**config.mk**
```make
export PLATFORM = sky130hd
export DESIGN_NAME = bpa_arbiter
export DESIGN_NICKNAME = d
export VERILOG_FILES = /design/src/core/bpa_pkg.sv /design/src/core/bpa_halt_filter.sv /design/src/core/bpa_arbiter.sv
export SDC_FILE = /design/constraint.sdc
export NUM_CORES = 1
export LEC_CHECK = 0
export ABC_AREA = 1
export BUFFER_PORTS_ARGS = -buffer_cell sky130_fd_sc_hd__buf_2
export CORE_MARGIN = 2
export CORE_UTILIZATION = 53
export DETAILED_ROUTE_END_ITERATION = 7
export HOLD_SLACK_MARGIN = 0.06
export PLACE_DENSITY = 0.78
export SYNTH_ARGS = -nofsm -noshare
export SYNTH_HDL_FRONTEND = slang
export SYNTH_SLANG_ARGS = --single-unit
```
**constraint.sdc**
```tcl
create_clock -name i_clk -period 1.4 [get_ports i_clk]
set_clock_uncertainty 0.1 [all_clocks]
set_input_delay 0.14 -clock i_clk [delete_from_list [all_inputs] [get_ports i_clk]]
set_output_delay 0.14 -clock i_clk [all_outputs]
set_load 0.05 [all_outputs]
```
**src/core/bpa_pkg.sv**
```systemverilog
// bpa_pkg: shared constants and carrier types for the backplane arbiter
// assumes a single 200 MHz clock domain; bus pins already synchronous
`default_nettype none
package bpa_pkg;
    // =====================================================================
    // timing
    localparam int unsigned CLK_PERIOD_PS  = 5000;
    localparam int unsigned HALT_MIN_NS    = 25000;
    // least time rounds up to whole cycles
    localparam int unsigned HALT_CYCLES    = (HALT_MIN_NS * 1000 + CLK_PERIOD_PS - 1)
                                             / CLK_PERIOD_PS;
    localparam int unsigned HALT_CNT_W     = 13;
    localparam int unsigned REF_MAX_US     = 1600;
    localparam int unsigned REF_CYCLES     = (REF_MAX_US * 1000000) / CLK_PERIOD_PS;
    localparam int unsigned REF_CNT_W      = 19;

    // =====================================================================
    // arbiter states, one-hot
    typedef enum logic [3:0] {
        BPA_CPU    = 4'b0001,
        BPA_WAIT   = 4'b0010,
        BPA_GRANT  = 4'b0100,
        BPA_DMA    = 4'b1000
    } bpa_arb_type;

    // =====================================================================
    // backplane handshake lines seen by the block (active low)
    typedef struct packed {
        logic dma_request_n;
        logic select_ack_n;
        logic bus_sync_n;
        logic data_in_strobe_n;
        logic halt_request_n;
        logic refresh_n;
    } bpa_bus_in_type;

    // processor-side status
    typedef struct packed {
        logic halted;
        logic console_debug_microcode;
        logic refresh_strobe;
        logic block_mode;
        logic refresh_late;
    } bpa_stat_type;
endpackage : bpa_pkg
`default_nettype wire

```
**src/core/bpa_halt_filter.sv**
```systemverilog
// bpa_halt_filter: qualifies the halt request by a minimum assert time
// assumes input already synchronous to i_clk
`default_nettype none
module bpa_halt_filter (
    input  wire logic i_clk,
    input  wire logic i_rst,
    input  wire logic i_halt_request_n,
    output logic      o_halt_seen
);
    logic [bpa_pkg::HALT_CNT_W-1:0] cnt_r;
    logic [bpa_pkg::HALT_CNT_W-1:0] cnt_nxt;
    logic                           seen_r;
    logic                           seen_nxt;

    // =====================================================================
    // count how long the request has stood; a short glitch restarts
    always_comb begin
        cnt_nxt  = cnt_r;
        seen_nxt = 1'b0;
        if (i_halt_request_n) begin
            cnt_nxt = '0;
        end else if (cnt_r != bpa_pkg::HALT_CNT_W'(bpa_pkg::HALT_CYCLES - 1)) begin
            cnt_nxt = cnt_r + 1'b1;
        end else begin
            seen_nxt = 1'b1;
        end
    end

    always_ff @(posedge i_clk or posedge i_rst) begin
        if (i_rst) begin
            cnt_r  <= '0;
            seen_r <= 1'b0;
        end else begin
            cnt_r  <= cnt_nxt;
            seen_r <= seen_nxt;
        end
    end

    assign o_halt_seen = seen_r;
endmodule : bpa_halt_filter
`default_nettype wire

```
**src/core/bpa_arbiter.sv**
```systemverilog
// bpa_arbiter: bus mastership arbiter, halt handling and refresh watch
// assumes all bus inputs are synchronous to i_clk and already inverted
// nowhere; the processor core reports its own sync strobe on i_cpu_sync
//
// Operation
// - processor arbitrates between itself and modules
// - grant only when processor not bus master
// - grant signalled by driving grant line low
// - halt held 25 us stops execution
// - halted: ignore interrupts, dma optionally enabled
// - halted processor runs console debug microcode
// - refresh line also marks block mode
// - spare line shows processor run state
`default_nettype none
module bpa_arbiter (
    input  wire logic                    i_clk,
    input  wire logic                    i_rst,
    input  wire bpa_pkg::bpa_bus_in_type i_bus,
    input  wire logic                    i_cpu_sync,
    input  wire logic                    i_cpu_want_bus,
    input  wire logic                    i_irq_pending,
    input  wire logic                    i_halt_dma_enable,
    input  wire logic                    i_continue,
    output logic                         o_dma_grant_out_n,
    output logic                         o_cpu_may_drive,
    output logic                         o_irq_take,
    output logic                         o_refresh_take,
    output logic                         o_run_indicator,
    output bpa_pkg::bpa_stat_type        o_stat
);
    bpa_pkg::bpa_arb_type              arb_r;
    bpa_pkg::bpa_arb_type              arb_nxt;
    logic                              halted_r;
    logic                              halted_nxt;
    logic                              grant_n_r;
    logic                              grant_n_nxt;
    logic                              run_r;
    logic                              run_nxt;
    logic                              dstb_r;
    logic                              dstb_nxt;
    logic                              rstb_r;
    logic                              rstb_nxt;
    logic                              late_r;
    logic                              late_nxt;
    logic [bpa_pkg::REF_CNT_W-1:0]     rcnt_r;
    logic [bpa_pkg::REF_CNT_W-1:0]     rcnt_nxt;
    logic                              halt_seen;
    logic                              dma_allowed;
    logic                              xfer_edge;

    // =====================================================================
    // halt qualification
    // the filter sits in its own module so its long counter stays apart
    bpa_halt_filter u_halt (
        .i_clk            (i_clk),
        .i_rst            (i_rst),
        .i_halt_request_n (i_bus.halt_request_n),
        .o_halt_seen      (halt_seen)
    );

    // dma serviced while running, or while halted if the board option allows
    // the option input is a board strap; it is read every cycle, not latched
    // halt gates dma
    assign dma_allowed = !halted_r || i_halt_dma_enable;

    // =====================================================================
    // arbiter and halt state
    // idle -> wait: a request is pending, the processor finishes its cycle
    // wait -> grant: sync released, grant line driven low
    // grant -> dma: the module answers with select acknowledge
    // dma -> idle: acknowledge released, grant withdrawn in the same edge
    // the grant is a registered level so the module never sees a glitch on
    // it; the price is one extra cycle of latency after sync is released
    always_comb begin
        arb_nxt     = arb_r;
        grant_n_nxt = grant_n_r;
        halted_nxt  = halted_r;
        if (halt_seen) begin
            halted_nxt = 1'b1;
        end else if (halted_r && i_continue && i_bus.halt_request_n) begin
            halted_nxt = 1'b0;
        end
        case (arb_r)
            bpa_pkg::BPA_CPU: begin
                if (!i_bus.dma_request_n && dma_allowed) begin
                    arb_nxt = bpa_pkg::BPA_WAIT;
                end
            end
            bpa_pkg::BPA_WAIT: begin
                // wait end of cycle
                // a withdrawn request or a halt without the board option both
                // fall back to idle, so no grant escapes once halted
                if (i_bus.dma_request_n) begin
                    arb_nxt = bpa_pkg::BPA_CPU;
                end else if (!dma_allowed) begin
                    arb_nxt = bpa_pkg::BPA_CPU;
                end else if (!i_cpu_sync) begin
                    arb_nxt     = bpa_pkg::BPA_GRANT;
                    grant_n_nxt = 1'b0;
                end
            end
            bpa_pkg::BPA_GRANT: begin
                if (!i_bus.select_ack_n) begin
                    arb_nxt = bpa_pkg::BPA_DMA;
                end
            end
            bpa_pkg::BPA_DMA: begin
                // grant stays low for the whole tenure; dropping it early would
                // let the processor collide with the module on the bus
                // release on ack
                if (i_bus.select_ack_n) begin
                    arb_nxt     = bpa_pkg::BPA_CPU;
                    grant_n_nxt = 1'b1;
                end
            end
            default: begin
                arb_nxt     = bpa_pkg::BPA_CPU;
                grant_n_nxt = 1'b1;
            end
        endcase
    end

    always_ff @(posedge i_clk or posedge i_rst) begin
        if (i_rst) begin
            arb_r     <= bpa_pkg::BPA_CPU;
            grant_n_r <= 1'b1;
            halted_r  <= 1'b0;
        end else begin
            arb_r     <= arb_nxt;
            grant_n_r <= grant_n_nxt;
            halted_r  <= halted_nxt;
        end
    end

    // =====================================================================
    // refresh and block-mode watch
    // memories refresh themselves off the bus strobes; this block only
    // watches them so the processor can see each refresh and a late one
    // limitation: the watchdog cannot tell which master starved refresh
    // a refresh transfer is the data-in strobe falling under sync with refresh low
    assign xfer_edge = !i_bus.bus_sync_n && !i_bus.data_in_strobe_n && !dstb_r;

    always_comb begin
        dstb_nxt = !i_bus.bus_sync_n && !i_bus.data_in_strobe_n;
        rstb_nxt = 1'b0;
        late_nxt = late_r;
        rcnt_nxt = rcnt_r;
        if (xfer_edge && !i_bus.refresh_n) begin
            rstb_nxt = 1'b1;
            rcnt_nxt = '0;
        end else if (rcnt_r != bpa_pkg::REF_CNT_W'(bpa_pkg::REF_CYCLES)) begin
            rcnt_nxt = rcnt_r + 1'b1;
        end else begin
            // overdue refresh flag; sticky, cleared only by reset
            late_nxt = 1'b1;
        end
        // one master hogging past the window also shows as late
    end

    always_ff @(posedge i_clk or posedge i_rst) begin
        if (i_rst) begin
            dstb_r <= 1'b0;
            rstb_r <= 1'b0;
            late_r <= 1'b0;
            rcnt_r <= '0;
        end else begin
            dstb_r <= dstb_nxt;
            rstb_r <= rstb_nxt;
            late_r <= late_nxt;
            rcnt_r <= rcnt_nxt;
        end
    end

    // =====================================================================
    // run indicator on the spare line
    // registered so the spare line never glitches while halt is decided;
    // it follows the halt flag at the same edge
    always_comb begin
        run_nxt = !halted_nxt;
    end

    always_ff @(posedge i_clk or posedge i_rst) begin
        if (i_rst) begin
            run_r <= 1'b0;
        end else begin
            run_r <= run_nxt;
        end
    end

    // =====================================================================
    // outputs
    assign o_dma_grant_out_n = grant_n_r;
    // processor owns the bus only with no grant outstanding and not halted
    assign o_cpu_may_drive   = (arb_r == bpa_pkg::BPA_CPU) && !halted_r && i_cpu_want_bus;
    assign o_irq_take        = i_irq_pending && !halted_r;
    // refresh seen by the processor only while dma is allowed
    assign o_refresh_take    = rstb_r && dma_allowed;
    assign o_run_indicator   = run_r;
    assign o_stat.halted                  = halted_r;
    assign o_stat.console_debug_microcode = halted_r;
    assign o_stat.refresh_strobe          = rstb_r;
    // combinational so the marker follows the refresh line at once
    // block mode marker
    assign o_stat.block_mode              = (arb_r == bpa_pkg::BPA_DMA) && !i_bus.refresh_n;
    assign o_stat.refresh_late            = late_r;
endmodule : bpa_arbiter
`default_nettype wire

```
==> flow_summary.toml, run 1 <==
[global_route]
antenna_found_initial = 0
grt_pass1_vias = 2210
grt_usage_pct = 22.6
gr-total-overflow = 0
grt_max_degree = 34
grt_pass1_wl_mm = 9.32

[placed_design]
place.gp.congestion = 0.858
dp_hpwl_mm = 3.83
port_buffers = 22

[layout]
nNetsFinal = 411
area_growth_pct = 31.5
layout_commonest_cell = "nand2_1"
layout_common_cells = "nand2_1, nor2_1, inv_1, dfrtp_1"
final_core_util_pct = 73.4
insertedDiodeCount = 0
register_area_um2 = 1090
multi_input_area_um2 = 1360
fillers = 314
drive_above_1_share_pct = 30.3

[routing]
drcViolationCount = 0
routed_wl_mm = 5.73
via_per_inst = 5.31
dr.first_iter.drc_count = 131
drt-pass1-iter-count = 4
antenna_left = 0
vias = 2379
wl_per_cell_um = 12.8

[clock_network]
cts_buffers = 5
root_buffer = "clkbuf_8"
clk_pin_slew_ns = 0.08
clock_latency_ns = 0.29
cts_tree = "yes"
cts_max_level = 2
clk_path_buf_depth = 2
clock_sinks = 43

[sta]
slew_headroom_pct = 70.0
setup_ws_ns = -0.182
hold_violations = 0
finalMaxSlewViolations = 0
max_freq_mhz = 632
period_share_pct = 113
setup_violations = 6
rsz0062_at_grt = "true"
worst_slew_pin_slew_ns = 0.447
setup_tns_ns = -0.451
finalCriticalPeriod_ns = 1.58

[min_path]
min_path_type = "input port to flip-flop"

[job]
max_cap_viol_count = 0

[floorplan]
io_pins = 23
dieArea_um2 = 5210
start_util_pct = 55.8
die_w_um = 72.2
rows = 24
dieHeight_um = 72.2
core_area_um2 = 4410

[worst_setup_path]
cp_max_fo = 3
path_class = "flip-flop to primary output"
crit_path_start_kind = "flip-flop"
worstPathArrival_ns = 1.34
end_kind = "primary output"
critPathRequiredTime_ns = 1.16

[yosys]
synth.distinct_cells = 27
syn_nets = 356
syn_area_um2 = 2460
seq_area_frac_synth_pct = 43.8
ys_seq_elements = 43
ys_warn_count = 0
syn_inst = 340
avgSynthCellArea_um2 = 7.24

[power_and_ir_drop]
ir_drop_mv = 0.676
p_per_area_nw_per_um2 = 1160
leakage_uw = 0.00155

[outcome]
violations = "negative setup slack"
outcome = "complete, but fails checks"
==> worst max-delay path: stages, from the launching register on <==
cell and delay, ns:
dfstp_2 0.56, nand3_2 0.11, inv_2 0.08, nand2_2 0.06, nor2_4 0.08, buf_6 0.16
==> per-layer routing <==
layer	global-route usage, %	up-vias	part of all wire [%]
met5	0	-	0
met4	5.66	0	1.2
met3	4.72	11	4.3
met2	39.1	57	51
met1	29.0	1128	43
li1	-	1183	-
==> state kept, by name (all words and copies together) (netlist names) <==
| register | count |
|---|---|
| u_halt.o_halt_seen | 1 |
| u_halt.cnt_r | 13 |
| halted_r | 1 |
| late_r | 1 |
| o_run_indicator | 1 |
| dstb_r | 1 |
| o_dma_grant_out_n | 1 |
| arb_r | 4 |
| rcnt_r | 19 |
| rstb_r | 1 |
==> logic make-up after synthesis <==
kind of cell,count (synthesis),synth area share (%)
AO/OA/AOI/OAI,27,6.05
XOR/XNOR,5,1.78
flip-flops,43,43.8
buffers and inverters,59,9.70
AND/OR/NAND/NOR,203,37.1
adder cells (fa/ha/maj),3,1.52
==> where the power goes <==
part	internal [uW]	leakage (uW)	switching, uW	total (uW)
combinational	471	0.000930	670	1140
sequential	1410	0.000560	194	1610
clock	578	0.0000612	428	1010
==> timing repair <==
action / CTS / global route
setup buffers: 2 / 10
pin swaps: 6 / 24
endpoints found under the setup margin: 8 / 32
gates resized for setup: 21 / 54
hold buffers: 5 / 0
hold endpoints to repair: 45 / 0
==> layout make-up <==
cell class              instances  area share, %
multi-input cells             238           41.9
flip-flops and latches         43           33.6
clock buffers                   6           2.55
well taps                      52           2.01
inverters                      53           6.14
clock inverters                 2           1.08
repair buffers                 54           12.7
==> path summary, 6_finish.rpt <==
path                                               from  depth (start not counted)                       endpoint  slack [ns]
min in group asynchronous                         i_rst                          3      o_run_indicator$_DFF_PP0_        0.26
hold / removal                               i_cpu_sync                          5  o_dma_grant_out_n$_DFFE_PP1P_        0.07
setup / recovery                   arb_r[0]$_DFFE_PP1P_                          5                o_cpu_may_drive       -0.18
setup reg to reg                  rcnt_r[0]$_DFFE_PP0P_                          9         rcnt_r[12]$_DFFE_PP0P_       -0.08
max in group asynchronous                         i_rst                          4           arb_r[0]$_DFFE_PP1P_        0.40
hold reg to reg            u_halt.o_halt_seen$_DFF_PP0_                          1      o_run_indicator$_DFF_PP0_        0.31
==> cell usage after synthesis, drive strengths merged <==
| master | instances | area share (%) |
|---|---|---|
| nor2 | 67 | 12 |
| nand3 | 31 | 6.3 |
| a31oi | 1 | 0.25 |
| dfrtp | 41 | 42 |
| inv | 52 | 7.9 |
| clkinv | 1 | 0.15 |
| nand2 | 81 | 13 |
| nor3 | 7 | 2.1 |
| nand3b | 1 | 0.30 |
| o21bai | 3 | 0.91 |
| nand4 | 14 | 3.6 |
| o21ai | 8 | 1.6 |
| ha | 3 | 1.5 |
| a21boi | 1 | 0.30 |
| buf | 6 | 1.6 |
| xor2 | 5 | 1.8 |
| o31ai | 1 | 0.30 |
| dfstp | 2 | 2.1 |
| a21oi | 13 | 2.6 |
| nor4 | 2 | 0.51 |
==> stage by stage <==
stage / hold WS (ns) / power [uW] / worst slack [ns] / cells / area, um^2
global route: 0.0791 / 3960 / -0.236 / 448 / 3240
detailed placement: 0.0101 / 2430 / -0.0301 / 424 / 2740
finish: 0.0668 / 3750 / -0.182 / 448 / 3240
floorplan: 0.112 / 2170 / -0.0751 / 340 / 2470
CTS: 0.0607 / 3540 / -0.181 / 439 / 2990
global placement: 0.000821 / 2410 / -0.00612 / 424 / 2740
Power figures use the tool's default switching activity.
==> run 2: changes to the inputs <==
--- a/config.mk
+++ b/config.mk
@@ -5,13 +5,12 @@
 export SDC_FILE = /design/constraint.sdc
 export NUM_CORES = 1
 export LEC_CHECK = 0
-export ABC_AREA = 1
 export BUFFER_PORTS_ARGS = -buffer_cell sky130_fd_sc_hd__buf_2
 export CORE_MARGIN = 2
 export CORE_UTILIZATION = 53
 export DETAILED_ROUTE_END_ITERATION = 7
 export HOLD_SLACK_MARGIN = 0.06
-export PLACE_DENSITY = 0.78
+export PLACE_DENSITY = 0.79
 export SYNTH_ARGS = -nofsm -noshare
 export SYNTH_HDL_FRONTEND = slang
 export SYNTH_SLANG_ARGS = --single-unit
==> run 2 against run 1 <==
  * The run now fails in global routing (5_1_grt)
  * Synthesized cell count down 31%
  * Synthesized area is 7.1% lower
==> flow_summary.toml, run 2 <==
[yosys]
ys_warn_count = 0
synthTopCellsByArea = "dfrtp_1, nor2_1, xnor2_1, nand2_1, dfstp_2"
seq_area_frac_synth_pct = 47.1
synth.distinct_cells = 49
avgSynthCellArea_um2 = 9.78
synth_ff_type = "dfrtp_1"
synth.largest_area_cell = "dfrtp_1"
synth_edf_count = 0
ys_async_sr_fraction_pct = 100
synth.top_cells.by_count = "dfrtp_1, nor2_1, nand2_1, xnor2_1, inv_1"
ys_seq_elements = 43
synth_most_common_cell = "dfrtp_1"
syn_area_um2 = 2290
syn_inst = 234
syn_nets = 250
yosys.area.top_type_share_pct = 44.8

[placed_design]
place.gp.congestion = 0.828
port_buffers = 22
dp_hpwl_mm = 3.70

[clock_network]
root_buffer = "clkbuf_8"
cts_buffers = 5
clk_path_buf_depth = 2
clock_sinks = 43
cts_max_level = 2

[floorplan]
rows = 23
io_pins = 23
dieHeight_um = 69.7
start_util_pct = 56.0
die_w_um = 69.7

[global_route]
grt_max_degree = 33
antenna_found_initial = 1

[outcome]
haltStage = "global routing (5_1_grt)"
outcome = "stopped before the end"
tool.error = "[ERROR DPL-0033] detailed placement checks failed during check placement."

[sta]
worst-ep-kind = "sequential cell input"
grt_worst_setup_endpoint = "rcnt_r[1]$_DFFE_PP0P_/D"
==> run 2: cell types whose count changed after synthesis, moves of 5 or more <==
cell	change
a21oi_1	-5
inv_1	-39
nand2_1	-62
nand3_1	-22
nand4_1	-8
nor2_1	-27
nor2b_1	+5
nor4_1	+6
xnor2_1	+13
==> run 2: what timing repair did <==
item                                   in CTS
hold buffers                                5
resized for setup                          65
pin swaps                                  24
setup endpoints to repair                  37
endpoints found under the hold margin      44
buffers inserted                           11
==> run 2: through the flow <==
step	instances	instance area [um^2]	worst slack, ns	TNS, ns
2_1_floorplan	234	2350	-0.213	-1.01
3_3_place_gp	352	2860	-0.179	-3.15
3_5_place_dp	352	2860	-0.223	-3.67
4_1_cts	376	3410	-0.290	-3.95
==> run 2: kinds of logic after synthesis <==
logic type,after synthesis,synth area share (%)
muxes,2,0.875
AOI/OAI and AO/OA,29,8.31
adders and majority gates,3,1.64
xor gates and xnor gates,19,7.27
DFF,43,47.1
and+or+nand+nor,115,29.3
buffers and inverters,23,5.52
==> run 3: changes to the inputs <==
--- a/config.mk
+++ b/config.mk
@@ -7,10 +7,9 @@
 export LEC_CHECK = 0
 export BUFFER_PORTS_ARGS = -buffer_cell sky130_fd_sc_hd__buf_2
 export CORE_MARGIN = 2
-export CORE_UTILIZATION = 53
+export CORE_UTILIZATION = 40
 export DETAILED_ROUTE_END_ITERATION = 7
-export HOLD_SLACK_MARGIN = 0.06
-export PLACE_DENSITY = 0.79
+export PLACE_DENSITY_LB_ADDON = 0.15
 export SYNTH_ARGS = -nofsm -noshare
 export SYNTH_HDL_FRONTEND = slang
 export SYNTH_SLANG_ARGS = --single-unit
==> constraint.sdc (replaced) <==
create_clock -name i_clk -period 1.8 [get_ports i_clk]
set_clock_uncertainty 0.1 [all_clocks]
set_input_delay 0.18 -clock i_clk [delete_from_list [all_inputs] [get_ports i_clk]]
set_output_delay 0.18 -clock i_clk [all_outputs]
set_load 0.05 [all_outputs]
==> run 3 against run 2 <==
  * The flow now finishes without violations
  * Synthesized area unchanged
  * Synthesized cell count did not move
==> flow_summary.toml, run 3 <==
[outcome]
outcome = "finished, final reports clean"

[routing]
dr.first_iter.drc_count = 82
wl_per_cell_um = 12.9
antenna_left = 0
vias = 1740
drcViolationCount = 0
via_per_inst = 5.12
routed_wl_mm = 4.38
drt-pass1-iter-count = 4

[layout]
area_growth_pct = 14.9
largest_register = "rcnt_r"
final_cells = 340
insertedDiodeCount = 0
layout_common_cells = "dfrtp_1, nor2_1, buf_2, nand2_1, xnor2_1"
layout_commonest_cell = "dfrtp_1"
drive_above_1_share_pct = 19.4
nNetsFinal = 283
final_core_util_pct = 47.8
final_area_um2 = 2630
largest_reg_flops = 19
top_regs = "rcnt_r x19, u_halt.cnt_r x13, arb_r x4"

[yosys]
synth.top_cells.by_count = "dfrtp_1, nor2_1, nand2_1, xnor2_1, inv_1"
synth-xor-area-share_pct = 7.27
synth_fa_ha_area_share_pct = 1.64
synthTopCellsByArea = "dfrtp_1, nor2_1, xnor2_1, nand2_1, dfstp_2"
synth_mux_area_share_pct = 0.875
synth_compound_area_share_pct = 8.31
syn_inst = 234
ys_seq_elements = 43
avgSynthCellArea_um2 = 9.78
yosys.area_share.simple_pct = 29.3
syn_nets = 250
ys_async_sr_fraction_pct = 100
synth.largest_area_cell = "dfrtp_1"
synth_edf_count = 0
yosys.area.top_type_share_pct = 44.8
syn_area_um2 = 2290
ys_warn_count = 0
synth_top_family_by_area = "simple AND/OR/NAND/NOR gates"
synth_ff_type = "dfrtp_1"
synth.distinct_cells = 49
seq_area_frac_synth_pct = 47.1
synth_most_common_cell = "dfrtp_1"

[placed_design]
dp_hpwl_mm = 3.02
place.gp.congestion = 0.800
dp.cells = 328
port_buffers = 22
dpl_cell_area_um2 = 2500

[clock_network]
cts_buffers = 5
cts_tree = "yes"
root_buffer = "clkbuf_8"
cts_max_level = 2
clk_pin_slew_ns = 0.09
postCtsSetupBuffers = 0
clock_latency_ns = 0.30
clk_path_buf_depth = 2
clock_sinks = 43

[floorplan]
start_util_pct = 41.6
dieArea_um2 = 6340
die_w_um = 79.6
dieHeight_um = 79.6
io_pins = 23
rows = 27
core_area_um2 = 5510

[min_path]
hp-start = "i_continue"
min_path_type = "input port to flip-flop"
whs_path_depth = 3
hold_end = "halted_r$_DFF_PP0_"

[power_and_ir_drop]
p_total_uw = 2200
ir_drop_mv = 0.389
p_per_area_nw_per_um2 = 836
leakage_uw = 0.00117

[global_route]
grt_pass1_vias = 1650
grt_pass1_wl_mm = 7.61
grt_usage_pct = 15.3
antenna_found_initial = 0
gr-total-overflow = 0
grt_max_degree = 42

[worst_setup_path]
rrSetupSlack_ns = 0.11
reg2reg_from = "rcnt_r[8]$_DFFE_PP0P_"
critPathRequiredTime_ns = 1.91
end_kind = "flip-flop"
r2r_end = "rcnt_r[0]$_DFFE_PP0P_"
worst_path_max_delay_cell = "dfrtp_1"
cp_max_fo = 6
worstPathArrival_ns = 1.80
path_buf_inv = 1
cp_cell_sequence = "nor4b_1 > nand3_1 > buf_4 > o21a_1 > nor3_1"
r2r_cells = 5
slowest_delay_ns = 0.47
path_class = "flip-flop to flip-flop"
path_delay_family = "simple AND/OR/NAND/NOR gates"
crit_path_start_kind = "flip-flop"

[sta]
finalCriticalPeriod_ns = 1.69
slew_headroom_pct = 71.8
finalMaxSlewViolations = 0
setup_violations = 0
fin_hold_ws_ns = 0.0910
worst_slew_pin_slew_ns = 0.417
period_share_pct = 94.1
max_freq_mhz = 590
rsz0062_at_grt = "false"
hold_violations = 0

[job]
max_cap_viol_count = 0
[run 3: cell type report]
cell class,count,area [um^2]
Multi-Input combinational cell,168,1090
Fill cell,550,2880
Tap cell,72,90.1
Timing Repair Buffer,36,238
Clock buffer,8,80.1
Sequential cell,43,1080
Inverter,13,53.8
[run 3: logic make-up after synthesis]
logic type / count (synthesis)
AOI/OAI and AO/OA: 29
muxes: 2
adders and majority gates: 3
and+or+nand+nor: 115
buffers and inverters: 23
DFF: 43
xor gates and xnor gates: 19
[run 3: what timing repair did]
action                     4_1_cts  5_1_grt
hold endpoints to repair        43        0
setup endpoints to repair        0        5
hold buffers                     4        0
gates resized for setup          0        1
[run 3: metrics by stage]
step / TNS, ns / setup WS [ns]
after floorplan: -1.13 / -0.565
after global placement: 0 / 0.106
after detailed placement: 0 / 0.0610
after CTS: 0 / 0.0471
after global routing: 0 / 0.00730
final: 0 / 0.106
[run 3: worst max-delay path by stage]
stage | start | end | slack [ns] | cells after the start
after floorplan | arb_r[2]$_DFFE_PP0P_ | o_cpu_may_drive | -0.57 | 2
after global placement | rcnt_r[0]$_DFFE_PP0P_ | rcnt_r[16]$_DFFE_PP0P_ | 0.11 | 5
after detailed placement | rcnt_r[0]$_DFFE_PP0P_ | rcnt_r[16]$_DFFE_PP0P_ | 0.06 | 5
after CTS | rcnt_r[0]$_DFFE_PP0P_ | rcnt_r[16]$_DFFE_PP0P_ | 0.05 | 5
after global routing | halted_r$_DFF_PP0_ | o_cpu_may_drive | 0.007 | 3
final | rcnt_r[8]$_DFFE_PP0P_ | rcnt_r[0]$_DFFE_PP0P_ | 0.11 | 5
[run 3: layer usage]
metal  global-route usage, %  vias to the layer above  part of all wire, %  wire [um]
met5                       0                        -                    0          0
li1                        -                      888                    -          -
met2                    22.5                       25                   44       1950
met3                    3.17                        4                  2.8        123
met1                    21.6                      823                   51       2250
met4                    7.24                        0                  1.4         61
[run 3: power by group]
part	internal, uW	switching, uW
Sequential	1050	141
Combinational	178	231
Clock	276	319
[run 3: worst reg2reg max path, stage by stage (launching register included)]
cell and delay [ns]:
dfrtp_1 0.47, nor4b_1 0.41, nand3_1 0.14, buf_4 0.17
o21a_1 0.16, nor3_1 0.15
==> run 4: changes to the inputs <==
--- a/config.mk
+++ b/config.mk
@@ -6,8 +6,11 @@
 export NUM_CORES = 1
 export LEC_CHECK = 0
 export BUFFER_PORTS_ARGS = -buffer_cell sky130_fd_sc_hd__buf_2
+export CELL_PAD_IN_SITES_DETAIL_PLACEMENT = 1
+export CELL_PAD_IN_SITES_GLOBAL_PLACEMENT = 1
 export CORE_MARGIN = 2
 export CORE_UTILIZATION = 40
+export CTS_CLUSTER_DIAMETER = 80
 export DETAILED_ROUTE_END_ITERATION = 7
 export PLACE_DENSITY_LB_ADDON = 0.15
 export SYNTH_ARGS = -nofsm -noshare
==> run 4 against run 3 <==
  * Critical path type unchanged
  * Global-route usage increased by 2.4 points
  * Non-clock buffer count increased by 2
  * Combinational power decreased by 2%
  * Worst hold slack got worse by 0.0038 ns
  * Register-to-register slack got worse by 0.03 ns
  * Flip-flop and latch count unchanged
  * Power increased by 4.0%
  * Count of clock-buffer cells in the layout unchanged
==> flow_summary.toml, run 4 (synthesized netlist as in run 3, its figures left out) <==
[outcome]
outcome = "finished, final reports clean"

[layout]
layout_common_cells = "dfrtp_1, nor2_1, buf_2, nand2_1, xnor2_1"
final_area_um2 = 2670
fillers = 659
area_growth_pct = 16.5
register_area_um2 = 1080
layout_commonest_cell = "dfrtp_1"
insertedDiodeCount = 0
drive_above_1_share_pct = 21.9
nNetsFinal = 285
largest_reg_flops = 19
multi_input_area_um2 = 1100
top_regs = "rcnt_r x19, u_halt.cnt_r x13, arb_r x4"
largest_register = "rcnt_r"

[worst_setup_path]
path_class = "flip-flop to flip-flop"
crit_path_start_kind = "flip-flop"
rrSetupSlack_ns = 0.08
slowest_delay_ns = 0.44
cp_max_fo = 5
critPathRequiredTime_ns = 1.91
cp_cell_sequence = "ha_2 > nand4_4 > buf_4 > or3_2 > a21oi_1"
path_delay_family = "simple AND/OR/NAND/NOR gates"
r2r_end = "rcnt_r[8]$_DFFE_PP0P_"
worstPathArrival_ns = 1.83
reg2reg_from = "rcnt_r[1]$_DFFE_PP0P_"
worst_path_max_delay_cell = "or3_2"
end_kind = "flip-flop"
r2r_cells = 5
path_buf_inv = 1

[min_path]
hold_end = "halted_r$_DFF_PP0_"
hp-start = "i_continue"
min_path_type = "input port to flip-flop"
whs_path_depth = 3

[sta]
finalMaxSlewViolations = 0
slew_headroom_pct = 63.5
setup_ws_ns = 0.0807
period_share_pct = 95.5
worst_slew_pin_slew_ns = 0.548
max_freq_mhz = 582
rsz0062_at_grt = "false"
setup_violations = 0
hold_violations = 0
fin_hold_ws_ns = 0.0872
finalCriticalPeriod_ns = 1.72

[global_route]
grt_usage_pct = 17.7
gr-total-overflow = 0
antenna_found_initial = 0
grt_pass1_vias = 1878
grt_pass1_wl_mm = 8.80
grt_max_degree = 44

[placed_design]
dpl_cell_area_um2 = 2500
pre_cts_ws_ns = 0.0408
dp_hpwl_mm = 3.51
port_buffers = 22
place.gp.congestion = 0.771

[power_and_ir_drop]
p_per_area_nw_per_um2 = 858
ir_drop_mv = 0.435
leakage_uw = 0.00119

[clock_network]
clock_sinks = 43
clock_latency_ns = 0.29
cts_buffers = 5
cts_max_level = 2
clk_pin_slew_ns = 0.08
root_buffer = "clkbuf_8"
clk_path_buf_depth = 2
cts_tree = "yes"

[floorplan]
dieArea_um2 = 6340
die_w_um = 79.6
start_util_pct = 41.6
dieHeight_um = 79.6
rows = 27
core_area_um2 = 5510
io_pins = 23

[routing]
drt-pass1-iter-count = 3
wl_per_cell_um = 14.4
antenna_left = 0
drcViolationCount = 0
vias = 1783
via_per_inst = 5.21
dr.first_iter.drc_count = 58
routed_wl_mm = 4.92

[job]
max_cap_viol_count = 0
## run 4: cell count changes in the layout (fill, tap and decap cells not counted)
cell | before | now
buf_4 | 9 | 12
clkbuf_8 | 5 | 7
nor4b_2 | 2 | 1
nor3_1 | 8 | 6
clkbuf_1 | 3 | 1
nor4_1 | 8 | 7
ha_1 | 3 | 2
ha_2 | 0 | 1
nor4b_1 | 2 | 3
nor3_2 | 0 | 2
nor4_2 | 1 | 2
buf_12 | 1 | 0
## run 4: where the power goes
| group | internal [uW] | switching, uW | leakage (uW) |
|---|---|---|---|
| logic | 167 | 231 | 0.000568 |
| registers | 1050 | 163 | 0.000569 |
| clock network | 350 | 322 | 0.0000515 |
| total | 1570 | 716 | 0.00119 |
## run 4: repair_timing
action                     4_1_cts  5_1_grt
buffers inserted                 0        1
hold endpoints to repair        43        0
setup endpoints to repair        0        8
gates resized for setup          0        4
hold buffers                     4        0
## run 4: how the worst max path moves through the flow
stage / depth (start not counted) / end / slack [ns] / startpoint
floorplan: 2 / o_cpu_may_drive / -0.57 / arb_r[2]$_DFFE_PP0P_
global placement: 5 / rcnt_r[18]$_DFFE_PP0P_ / 0.10 / rcnt_r[1]$_DFFE_PP0P_
detailed placement: 5 / rcnt_r[18]$_DFFE_PP0P_ / 0.04 / rcnt_r[1]$_DFFE_PP0P_
CTS: 5 / rcnt_r[18]$_DFFE_PP0P_ / 0.03 / rcnt_r[1]$_DFFE_PP0P_
global route: 5 / rcnt_r[8]$_DFFE_PP0P_ / 0.006 / rcnt_r[1]$_DFFE_PP0P_
finish: 5 / rcnt_r[8]$_DFFE_PP0P_ / 0.08 / rcnt_r[1]$_DFFE_PP0P_
## run 4: worst register-to-register path, cell delays in order (launching register included)
cell and delay (ns):
dfrtp_1 0.42, ha_2 0.23, nand4_4 0.12, buf_4 0.18, or3_2 0.44, a21oi_1 0.15
## run 4: routing by layer
layer	vias up	global-route usage [%]	wire length [um]
met5	-	0	0
met4	0	7.59	74
met3	5	3.62	100
met2	13	28.0	2350
met1	877	23.6	2390
li1	888	-	-
## run 4: cell type report
cell class | count | area share [%]
Inverter | 13 | 2.02
Clock buffer | 8 | 3.76
Timing Repair Buffer | 38 | 9.01
Tap cell | 72 | 3.38
Sequential cell | 43 | 40.5
Multi-Input combinational cell | 168 | 41.4
## run 4: stage by stage
stage	utilization, %	instances	setup TNS (ns)	power (uW)
finish	48.4	342	0	2290
global route	48.4	342	0	2440
CTS	47.9	341	0	2330
detailed placement	45.4	329	0	1630
global placement	45.4	329	0	1610
floorplan	-	234	-1.13	1510
